File: config.mk
export PLATFORM = sky130hd
export DESIGN_NAME = uafc_serial
export DESIGN_NICKNAME = d
export VERILOG_FILES = /design/src/uafc_pkg.sv /design/src/uafc_serial.sv /design/src/uafc_tick.sv
export VERILOG_INCLUDE_DIRS = /design/src /design/src/src
export SDC_FILE = /design/constraint.sdc
export NUM_CORES = 1
export LEC_CHECK = 0
export BUFFER_PORTS_ARGS = -buffer_cell sky130_fd_sc_hd__clkbuf_2
export CAP_MARGIN = 10
export CORE_AREA = 2 2 116 118
export DETAILED_ROUTE_END_ITERATION = 8
export DIE_AREA = 0 0 118 120
export PLACE_DENSITY_LB_ADDON = 0.15
export REMOVE_ABC_BUFFERS = 1
export SLEW_MARGIN = 10
export SYNTH_ARGS = -nofsm -noshare
export SYNTH_HDL_FRONTEND = slang
export SYNTH_SLANG_ARGS = --single-unit
File: constraint.sdc
create_clock -name clk -period 5.3 [get_ports clk]
set_clock_uncertainty 0.15 [all_clocks]
set_input_delay 0.795 -clock clk [delete_from_list [all_inputs] [get_ports clk]]
set_output_delay 0.795 -clock clk [all_outputs]
set_load 0.02 [all_outputs]
File: src/uafc_consts.svh
// register offsets, field positions and reset values of the serial receive block
`ifndef UAFC_CONSTS_SVH
`define UAFC_CONSTS_SVH
`define UAFC_ADDR_W 8
`define UAFC_OFF_SCTRL 8'h98
`define UAFC_OFF_RXDATA 8'h99
`define UAFC_OFF_OWN 8'ha9
`define UAFC_OFF_MASK 8'hb9
`define UAFC_OFF_PCTRL 8'h87
`define UAFC_OFF_IRQ_STAT 8'hc1
`define UAFC_OFF_IRQ_MASK 8'hc2
`define UAFC_OFF_DIV 8'hc3
`define UAFC_SC_TOP 7
`define UAFC_SC_MODE1 6
`define UAFC_SC_MPEN 5
`define UAFC_SC_RXEN 4
`define UAFC_SC_TX9 3
`define UAFC_SC_RX9 2
`define UAFC_SC_TXDONE 1
`define UAFC_SC_RXDONE 0
`define UAFC_PC_FCSEL 6
`define UAFC_IRQ_RX 0
`define UAFC_IRQ_TX 1
`define UAFC_IRQ_FE 2
`define UAFC_RST_BYTE 8'h00
`define UAFC_RST_DIV 16'h001b
`define UAFC_OVS 16
`define UAFC_OVS_MID 8
`endif

File: src/uafc_pkg.sv
// types shared by the serial receive block
package uafc_pkg;
    typedef enum logic [3:0] {
        UAFC_IDLE = 4'b0001,
        UAFC_START = 4'b0010,
        UAFC_BITS = 4'b0100,
        UAFC_STOP = 4'b1000
    } uafc_state_e;
    typedef logic [1:0] uafc_mode_t;
endpackage : uafc_pkg

File: src/uafc_serial.sv
// serial port with framing check and hardware address recognition
// Functional notes
// - stop-bit framing check works only in modes 1-3 and only while frame_check_select is set.
// - with the check on, every frame's stop bit is examined and a bad one sets the error flag.
// - the framing error flag holds until software clears it or reset; good frames never clear it.
// - with the check on, the receive done flag rises at the stop bit, not the last data bit.
// - address recognition is active whenever multiproc_enable is set in modes 1-3.
// - with recognition on, only command frames matching given or broadcast set receive done.
// - in 8-bit mode with recognition on, the stop bit is the ninth bit and must be valid.
// - in shift-register mode multiproc_enable has no effect.
// - given address: own address compared only where the mask holds ones.
// - broadcast: own OR mask, compared only where that OR holds ones.
// - reset clears own address and mask, so every address matches.
// - in async modes transmit and receive run independently, full duplex, own dividers loaded with one shared rate.
// - top control bit is the framing error flag if frame_check_select=1, else mode bit zero.
`timescale 1ns/10ps
`include "uafc_consts.svh"
module uafc_serial import uafc_pkg::*; #(
    parameter int DIV_W = 16
) (
    input wire logic clk,
    input wire logic reset,
    input wire logic [7:0] reg_addr,
    input wire logic [7:0] reg_wdata,
    input wire logic reg_write,
    input wire logic reg_read,
    output logic [7:0] reg_rdata,
    input wire logic rx_line,
    output logic tx_line,
    output logic irq
);
    localparam logic [7:0] OVS_LAST = 8'(`UAFC_OVS - 1);
    localparam logic [7:0] OVS_MID = 8'(`UAFC_OVS_MID - 1);

    logic [7:0] sctrl_reg;
    logic frame_err_reg;
    logic frame_check_select_reg;
    logic [7:0] own_reg;
    logic [7:0] mask_reg;
    logic [7:0] rxdata_reg;
    logic [2:0] irq_stat_reg;
    logic [2:0] irq_mask_reg;

    logic [DIV_W-1:0] rx_div_reg;
    logic [DIV_W-1:0] tx_div_reg;
    logic [7:0] rdata_reg;

    // register decode
    wire wr_sctrl = reg_write && (reg_addr == `UAFC_OFF_SCTRL);
    wire wr_txdata = reg_write && (reg_addr == `UAFC_OFF_RXDATA);
    wire wr_own = reg_write && (reg_addr == `UAFC_OFF_OWN);
    wire wr_mask = reg_write && (reg_addr == `UAFC_OFF_MASK);
    wire wr_pctrl = reg_write && (reg_addr == `UAFC_OFF_PCTRL);
    wire wr_istat = reg_write && (reg_addr == `UAFC_OFF_IRQ_STAT);
    wire wr_imask = reg_write && (reg_addr == `UAFC_OFF_IRQ_MASK);
    wire wr_div = reg_write && (reg_addr == `UAFC_OFF_DIV);

    wire mode_b0 = sctrl_reg[`UAFC_SC_TOP];
    wire [1:0] mode = {mode_b0, sctrl_reg[`UAFC_SC_MODE1]};
    wire async_mode = (mode != 2'b00);
    wire nine_bit = mode[1];
    wire fc_on = frame_check_select_reg && async_mode;
    wire mp_on = sctrl_reg[`UAFC_SC_MPEN] && async_mode;
    wire rx_en = sctrl_reg[`UAFC_SC_RXEN] && async_mode;
    wire top_bit_rd = frame_check_select_reg ? frame_err_reg : mode_b0;
    wire [7:0] sctrl_rd = {top_bit_rd, sctrl_reg[6:0]};

    // receiver, its own divider
    uafc_state_e rx_state_reg, rx_state_next;
    logic [7:0] rx_ovs_reg;
    logic [3:0] rx_bit_reg;
    logic [8:0] rx_shift_reg;
    logic rx_line_d_reg;
    logic rx_tick;
    // delayed line resets high, so a line held low through reset forms an edge; only the cleared receive enable keeps it from starting
    wire rx_start_edge = (rx_state_reg == UAFC_IDLE) && rx_en && rx_line_d_reg && !rx_line;

    uafc_tick #(.W(DIV_W)) u_rx_tick (
        .clk(clk),
        .reset(reset),
        .restart(rx_start_edge),
        .div_value(rx_div_reg),
        .tick(rx_tick)
    );

    wire [3:0] rx_nbits = nine_bit ? 4'd9 : 4'd8;
    wire rx_ovs_mid = rx_tick && (rx_ovs_reg == OVS_MID);
    wire rx_ovs_end = rx_tick && (rx_ovs_reg == OVS_LAST);
    wire rx_sample = rx_tick && (rx_ovs_reg == OVS_MID) && (rx_state_reg != UAFC_IDLE);
    wire last_data_sample = rx_sample && (rx_state_reg == UAFC_BITS)
                            && (rx_bit_reg == rx_nbits - 4'd1);
    wire stop_sample = rx_sample && (rx_state_reg == UAFC_STOP);
    wire [8:0] shifted = {rx_line, rx_shift_reg[8:1]};
    // assembled data and ninth bit at the moment of the last data sample
    wire [7:0] last_byte = nine_bit ? shifted[7:0] : shifted[8:1];
    wire last_ninth = shifted[8];

    wire [7:0] bcast = own_reg | mask_reg;
    wire given_hit = ((last_byte ^ own_reg) & mask_reg) == 8'h00;
    wire bcast_hit = ((last_byte ^ bcast) & bcast) == 8'h00;
    wire addr_hit = given_hit || bcast_hit;

    // frame verdict held from the last data bit to the stop bit
    logic [7:0] pend_byte_reg;
    logic pend_ninth_reg;
    logic pend_hit_reg;

    // ninth bit zero is data, filtered; command frames must match
    wire nine_ok = !mp_on || (pend_ninth_reg && pend_hit_reg);
    // mode 1 uses the stop bit as the ninth bit
    wire eight_ok = !mp_on || (rx_line && pend_hit_reg);
    wire frame_ok = nine_bit ? nine_ok : eight_ok;
    wire nine_early_ok = !mp_on || (last_ninth && addr_hit);

    // with the check on, completion moves to the stop bit
    wire done_at_last = last_data_sample && nine_bit && !fc_on && nine_early_ok;
    wire done_at_stop = stop_sample && (!nine_bit || fc_on) && frame_ok;
    // a frame ending while done is still set is dropped, data register kept
    wire rx_done_evt = (done_at_last || done_at_stop) && !sctrl_reg[`UAFC_SC_RXDONE];
    wire fe_evt = stop_sample && fc_on && !rx_line;
    // early completion has no held verdict yet, so bits come straight from the shifter
    wire [7:0] done_byte = done_at_last ? last_byte : pend_byte_reg;
    wire done_ninth = done_at_last ? last_ninth : (nine_bit ? pend_ninth_reg : rx_line);

    always_comb begin
        rx_state_next = rx_state_reg;
        case (rx_state_reg)
            UAFC_IDLE: begin
                if (rx_start_edge) rx_state_next = UAFC_START;
            end
            UAFC_START: begin
                if (rx_ovs_mid) rx_state_next = rx_line ? UAFC_IDLE : UAFC_BITS;
            end
            UAFC_BITS: begin
                if (last_data_sample) rx_state_next = UAFC_STOP;
            end
            UAFC_STOP: begin
                if (stop_sample) rx_state_next = UAFC_IDLE;
            end
            default: rx_state_next = UAFC_IDLE;
        endcase
    end

    always_ff @(posedge clk) begin
        if (reset) begin
            rx_state_reg <= UAFC_IDLE;
            rx_ovs_reg <= 8'h00;
            rx_bit_reg <= 4'h0;
            rx_shift_reg <= 9'h000;
            rx_line_d_reg <= 1'b1;
            pend_byte_reg <= 8'h00;
            pend_ninth_reg <= 1'b0;
            pend_hit_reg <= 1'b0;
        end else begin
            rx_state_reg <= rx_state_next;
            rx_line_d_reg <= rx_line;
            if (rx_start_edge) begin
                rx_ovs_reg <= 8'h00;
                rx_bit_reg <= 4'h0;
            end else if (rx_ovs_end) begin
                rx_ovs_reg <= 8'h00;
            end else if (rx_tick) begin
                rx_ovs_reg <= rx_ovs_reg + 8'h01;
            end
            if (rx_sample && rx_state_reg == UAFC_BITS) begin
                rx_shift_reg <= shifted;
                rx_bit_reg <= rx_bit_reg + 4'd1;
            end
            if (last_data_sample) begin
                pend_byte_reg <= last_byte;
                pend_ninth_reg <= last_ninth;
                pend_hit_reg <= addr_hit;
            end
        end
    end

    // transmitter, independent divider
    logic [3:0] tx_cnt_reg;
    logic [10:0] tx_shift_reg;
    logic [7:0] tx_ovs_reg;
    logic tx_line_reg;
    logic tx_tick;
    wire tx_busy = (tx_cnt_reg != 4'h0);
    wire tx_go = wr_txdata && !tx_busy && async_mode;
    wire tx_bit_end = tx_tick && (tx_ovs_reg == OVS_LAST) && tx_busy;
    wire [3:0] tx_len = nine_bit ? 4'd11 : 4'd10;
    wire tx_stop_begin = tx_bit_end && (tx_cnt_reg == 4'd2);
    wire tx_done_evt = tx_stop_begin && !sctrl_reg[`UAFC_SC_TXDONE];
    wire [10:0] tx_frame = nine_bit ? {1'b1, sctrl_reg[`UAFC_SC_TX9], reg_wdata, 1'b0}
                                    : {2'b11, reg_wdata, 1'b0};

    // the divider restarts on each new byte so the start bit is never cut short
    uafc_tick #(.W(DIV_W)) u_tx_tick (
        .clk(clk),
        .reset(reset),
        .restart(tx_go),
        .div_value(tx_div_reg),
        .tick(tx_tick)
    );

    always_ff @(posedge clk) begin
        if (reset) begin
            tx_cnt_reg <= 4'h0;
            tx_shift_reg <= 11'h7ff;
            tx_ovs_reg <= 8'h00;
            tx_line_reg <= 1'b1;
        end else if (tx_go) begin
            tx_cnt_reg <= tx_len;
            tx_shift_reg <= tx_frame;
            tx_ovs_reg <= 8'h00;
            tx_line_reg <= 1'b0;
        end else if (tx_bit_end) begin
            tx_cnt_reg <= tx_cnt_reg - 4'd1;
            tx_shift_reg <= {1'b1, tx_shift_reg[10:1]};
            tx_line_reg <= (tx_cnt_reg == 4'd1) ? 1'b1 : tx_shift_reg[1];
            tx_ovs_reg <= 8'h00;
        end else if (tx_tick && tx_busy) begin
            tx_ovs_reg <= tx_ovs_reg + 8'h01;
        end
    end
    assign tx_line = tx_line_reg;

    // ---- control and status registers; hardware set wins over software write
    // with the check selected the top bit belongs to the error flag, so the mode bit is kept
    wire [7:0] sctrl_wr_val = {frame_check_select_reg ? sctrl_reg[7] : reg_wdata[7],
                               reg_wdata[6:0]};
    always_ff @(posedge clk) begin
        if (reset) begin
            sctrl_reg <= `UAFC_RST_BYTE;
            frame_err_reg <= 1'b0;
            frame_check_select_reg <= 1'b0;
            own_reg <= `UAFC_RST_BYTE;
            mask_reg <= `UAFC_RST_BYTE;
            rxdata_reg <= `UAFC_RST_BYTE;
            irq_mask_reg <= 3'b000;
            rx_div_reg <= DIV_W'(`UAFC_RST_DIV);
            tx_div_reg <= DIV_W'(`UAFC_RST_DIV);
        end else begin
            if (wr_sctrl) sctrl_reg <= sctrl_wr_val;
            if (rx_done_evt) begin
                sctrl_reg[`UAFC_SC_RXDONE] <= 1'b1;
                sctrl_reg[`UAFC_SC_RX9] <= done_ninth;
                rxdata_reg <= done_byte;
            end
            if (tx_done_evt) sctrl_reg[`UAFC_SC_TXDONE] <= 1'b1;

            // only software or reset clears the flag
            if (fe_evt) begin
                frame_err_reg <= 1'b1;
            end else if (wr_sctrl && frame_check_select_reg) begin
                frame_err_reg <= reg_wdata[7];
            end
            if (wr_pctrl) frame_check_select_reg <= reg_wdata[`UAFC_PC_FCSEL];
            if (wr_own) own_reg <= reg_wdata;
            if (wr_mask) mask_reg <= reg_wdata;
            if (wr_imask) irq_mask_reg <= reg_wdata[2:0];
            if (wr_div) begin
                rx_div_reg <= DIV_W'(reg_wdata);
                tx_div_reg <= DIV_W'(reg_wdata);
            end
        end
    end

    // sticky event bits, write one to clear; a new event beats the clear
    wire [2:0] irq_evt = {fe_evt, tx_done_evt, rx_done_evt};
    wire [2:0] irq_clr = wr_istat ? reg_wdata[2:0] : 3'b000;
    always_ff @(posedge clk) begin
        if (reset) begin
            irq_stat_reg <= 3'b000;
        end else begin
            irq_stat_reg <= (irq_stat_reg & ~irq_clr) | irq_evt;
        end
    end
    assign irq = |(irq_stat_reg & irq_mask_reg);

    // read path, data one cycle after the strobe
    // zero outside the answer cycle, so stale data never looks like a fresh read
    logic [7:0] rd_mux;
    always_comb begin
        case (reg_addr)
            `UAFC_OFF_SCTRL: rd_mux = sctrl_rd;
            `UAFC_OFF_RXDATA: rd_mux = rxdata_reg;
            `UAFC_OFF_OWN: rd_mux = own_reg;
            `UAFC_OFF_MASK: rd_mux = mask_reg;
            `UAFC_OFF_PCTRL: rd_mux = {1'b0, frame_check_select_reg, 6'h00};
            `UAFC_OFF_IRQ_STAT: rd_mux = {5'h00, irq_stat_reg};
            `UAFC_OFF_IRQ_MASK: rd_mux = {5'h00, irq_mask_reg};
            `UAFC_OFF_DIV: rd_mux = rx_div_reg[7:0];
            default: rd_mux = 8'h00;
        endcase
    end
    always_ff @(posedge clk) begin
        if (reset) begin
            rdata_reg <= 8'h00;
        end else begin
            rdata_reg <= reg_read ? rd_mux : 8'h00;
        end
    end
    assign reg_rdata = rdata_reg;
endmodule : uafc_serial

File: src/uafc_tick.sv
// baud tick divider: one pulse every div_value+1 cycles
`timescale 1ns/10ps
module uafc_tick #(
    parameter int W = 16
) (
    input wire logic clk,
    input wire logic reset,
    input wire logic restart,
    input wire logic [W-1:0] div_value,
    output logic tick
);
    logic [W-1:0] cnt_reg;
    logic [W-1:0] cnt_next;
    assign tick = (cnt_reg == div_value);
    assign cnt_next = (restart || tick) ? '0 : cnt_reg + 1'b1;
    always_ff @(posedge clk) begin
        if (reset) begin
            cnt_reg <= '0;
        end else begin
            cnt_reg <= cnt_next;
        end
    end
endmodule : uafc_tick

==> reports/summary.md <==
## Status
* **run status** complete, no violations

## Clock network
* **insertion delay of the later-clocked pin in the worst-skew pair** 0.43 ns
* **CTS tree** built
* **clock net sink count** 145
* **Gates resized, CTS repair** 0
* **clock-pin slew reported for the worst setup and hold paths after clock tree synthesis** 0.06 ns
* **Inserted Clock Buffers** 17
* **Root Driver** sky130_fd_sc_hd__clkbuf_16
* **count of hold-fix buffers inserted at cts** 0
* **maximum buffer depth of the clock tree** 2
* **Setup Buffers After CTS** 0
* **Clock H-tree levels** 4

## Place
* **Buffers on Ports** 30
* **worst slack after detailed placement** 1.962 ns
* **HPWL after detailed placement** 12,450 um
* **placer's final routability congestion estimate** 0.9830

## Worst setup path
* **buffering stage count on the worst path with inverters included** 0
* **endpoint required time on the critical path** 5.44 ns
* **register-to-register setup slack** 1.91 ns
* **Worst Setup SP** sctrl_reg[7]
* **start of the worst register-to-register path** sctrl_reg[7]
* **Slowest-stage cell, CP** sky130_fd_sc_hd__dfxtp_1
* **type of element capturing the critical path** register
* **top cell family by delay on the critical path** compound AO/OA/AOI/OAI gates
* **cell-by-cell listing of the critical path** mux2i_1, mux2i_1, a2111oi_2, a21oi_1, o221a_1, or2_0, o21ai_2
* **endpoint of the most critical register-to-register path** rxdata_reg[0]
* **path length in cells of the critical path** 7
* **CP most frequent cell** sky130_fd_sc_hd__mux2i_1
* **arrival time worst endpoint** 3.54 ns
* **kind of start point of the critical path** register
* **highest net fanout along the worst path** 17
* **kind of critical path** register to register
* **number of cells traversed by the worst register-to-register path** 7
* **worst setup path endpoint** rxdata_reg[0]
* **longest individual stage delay on the worst path** 0.85 ns

## Routing
* **average detailed-routed wire length per instance** 17.32 um
* **length of routed wiring on met1** 7907 um
* **per-cell via count in the routed design** 5.842
* **drt drc** 0
* **number of DRC markers in iteration 0** 604
* **post-detailed-route count of antenna-violating nets** 0
* **total length of routed met3 wires** 1113 um
* **detailed-routed wire length on met2** 8040 um
* **DR top layer** met4
* **Detailed Routing Iterations Pass 1** 5
* **wirelength, routed** 17,560 um
* **vias** 5,924

## Cells and area
* **footprint of the multi-input gates** 3836 um2
* **area growth from synthesis to final layout** 12.31%
* **area taken by flip-flops and latches** 2903 um2
* **Inserted Diodes** 0
* **Final #Nets** 855
* **number of inserted filler cells in the final layout** 1,151
* **fraction of layout cells with a size suffix above 1** 11.58%

## Global routing
* **first-pass GRT wire length** 28,490 um
* **Total Routing Usage GR** 25.54%
* **final global-route overflow total** 0
* **vias in the first global route** 5,595
* **pin count of the biggest net entering global routing** 41
* **number of antenna violations at the first check in global routing** 0

## Die
* **number of primary I/O pins** 31
* **# rows** 42
* **initial core utilization** 53.55%
* **die footprint** 14,160 um2
* **core outline area** 12,980 um2
* **horizontal extent of the die** 118 um
* **vertical die dimension** 120 um

## Timing
* **Hold Fails Final Rpt** 0
* **Final Worst Setup Slack** 1.905 ns
* **final period demand of the worst path** 3.395 ns
* **Least-Margin Pin Slew** 0.9986 ns
* **Final Slew Violations** 0
* **# setup viols final** 0
* **Highest Clock Rate** 294.6 MHz
* **unrepaired setup endpoints after global routing** false
* **final worst path period share** 64.06%
* **worst max-slew margin expressed relative to the limit** 32.37%
* **sum of negative setup slack** 0 ns

## Run
* **number of maximum-capacitance constraint violations** 0

## Logic synthesis
* **biggest area contributors in the synthesized netlist** sky130_fd_sc_hd__dfxtp_1 (42%), sky130_fd_sc_hd__mux2i_1 (8.2%), sky130_fd_sc_hd__nor2_1 (7.8%)
* **count of state elements after synthesis** 145
* **synth warn** 0
* **area share of the leading cell type in the synthesized netlist** 41.76%
* **leading cell types by count after synthesis** sky130_fd_sc_hd__dfxtp_1 (145), sky130_fd_sc_hd__nor2_1 (145), sky130_fd_sc_hd__nand2_1 (58)
* **count of different cell masters after synthesis** 65
* **sequential share of the synthesized area** 41.76%
* **area of the mapped netlist** 6950 um2
* **cell count after synthesis** 805
* **commonest register cell after synthesis** sky130_fd_sc_hd__dfxtp_1
* **synthesized area divided by synthesized cell count** 8.634 um2
* **post-synthesis async set-or-reset flop share** 0%
* **library cell with the largest summed area after synthesis** sky130_fd_sc_hd__dfxtp_1
* **EDFF count, synth** 0

## Hold path
* **path class of the lowest-slack min-delay path** register to register
* **worst hold path depth** 1

## Power
* **cell leakage power** 2.882 nW
* **maximum vdd ir drop** 211.0 uV
* **power density of the placed cells** 303.2 nW/um2

-- kinds of logic after synthesis --
group / count (synthesis) / synth area share (%)
DFF: 145 / 41.76
and+or+nand+nor: 339 / 23.37
AOI/OAI and AO/OA: 135 / 12.71
adders and majority gates: 8 / 1.440
buffers and inverters: 49 / 3.042
xor gates and xnor gates: 61 / 7.687
muxes: 68 / 9.991
-- metal layers --
| layer | track usage, % | up-vias |
|---|---|---|
| met5 | 0 | - |
| met4 | 10.17 | 0 |
| met3 | 6.797 | 42 |
| met2 | 40.37 | 200 |
| met1 | 33.31 | 2795 |
| li1 | - | 2887 |
-- metrics by stage --
step | area, um2 | instances | utilization, % | hold slack, ns | total power, mW
after global routing | 7806 | 1014 | 60.14 | 0.3458 | 2.448
after global placement | 7218 | 983 | 55.61 | 0.3143 | 1.190
after CTS | 7806 | 1014 | 60.14 | 0.3363 | 2.383
after detailed placement | 7218 | 983 | 55.61 | 0.3235 | 1.191
after floorplan | 6788 | 769 | - | 0.2939 | 1.150
final | 7806 | 1014 | 60.14 | 0.3336 | 2.367
-- worst min path at each step --
| stage | start | slack, ns | endpoint |
|---|---|---|---|
| finish | u_rx_tick.cnt_reg[0] | 0.33 | u_rx_tick.cnt_reg[0] |
| global route | u_rx_tick.cnt_reg[0] | 0.35 | u_rx_tick.cnt_reg[0] |
| CTS | u_rx_tick.cnt_reg[0] | 0.34 | u_rx_tick.cnt_reg[0] |
| detailed placement | u_rx_tick.cnt_reg[0] | 0.32 | u_rx_tick.cnt_reg[0] |
| global placement | tx_shift_reg[4] | 0.31 | tx_shift_reg[4] |
| floorplan | sctrl_reg[4] | 0.29 | sctrl_reg[4] |
-- cell usage in the layout, fill, tap and decap left out, types with 8 or more instances in the layout --
master / count
sky130_fd_sc_hd__nand2_1: 58
sky130_fd_sc_hd__o21ai_0: 16
sky130_fd_sc_hd__nand3_1: 48
sky130_fd_sc_hd__ha_1: 8
sky130_fd_sc_hd__clkbuf_2: 30
sky130_fd_sc_hd__mux2i_1: 57
sky130_fd_sc_hd__o21ai_2: 8
sky130_fd_sc_hd__mux2_2: 11
sky130_fd_sc_hd__a211oi_1: 14
sky130_fd_sc_hd__inv_1: 13
sky130_fd_sc_hd__nor3_1: 9
sky130_fd_sc_hd__a21oi_1: 46
sky130_fd_sc_hd__a22oi_1: 10
sky130_fd_sc_hd__buf_4: 8
sky130_fd_sc_hd__and3_1: 14
sky130_fd_sc_hd__xnor2_1: 33
sky130_fd_sc_hd__nand4_1: 14
sky130_fd_sc_hd__o22ai_1: 11
sky130_fd_sc_hd__xor2_1: 28
sky130_fd_sc_hd__nand2b_1: 9
sky130_fd_sc_hd__nor2_1: 145
sky130_fd_sc_hd__dfxtp_1: 145
sky130_fd_sc_hd__clkbuf_16: 17
-- layout make-up --
| type | instances | share of cell area (%) |
|---|---|---|
| Sequential cell | 145 | 37.19 |
| Clock inverter | 9 | 1.715 |
| Inverter | 13 | 0.6251 |
| Tap cell | 176 | 2.821 |
| Timing Repair Buffer | 38 | 2.693 |
| Multi-Input combinational cell | 611 | 49.14 |
| Clock buffer | 22 | 5.818 |
-- where the power goes --
part / switching [mW] / internal [mW]
Clock: 0.449 / 0.750
Sequential: 0.00598 / 1.09
Combinational: 0.0480 / 0.0199
Power figures use the tool's default switching activity.
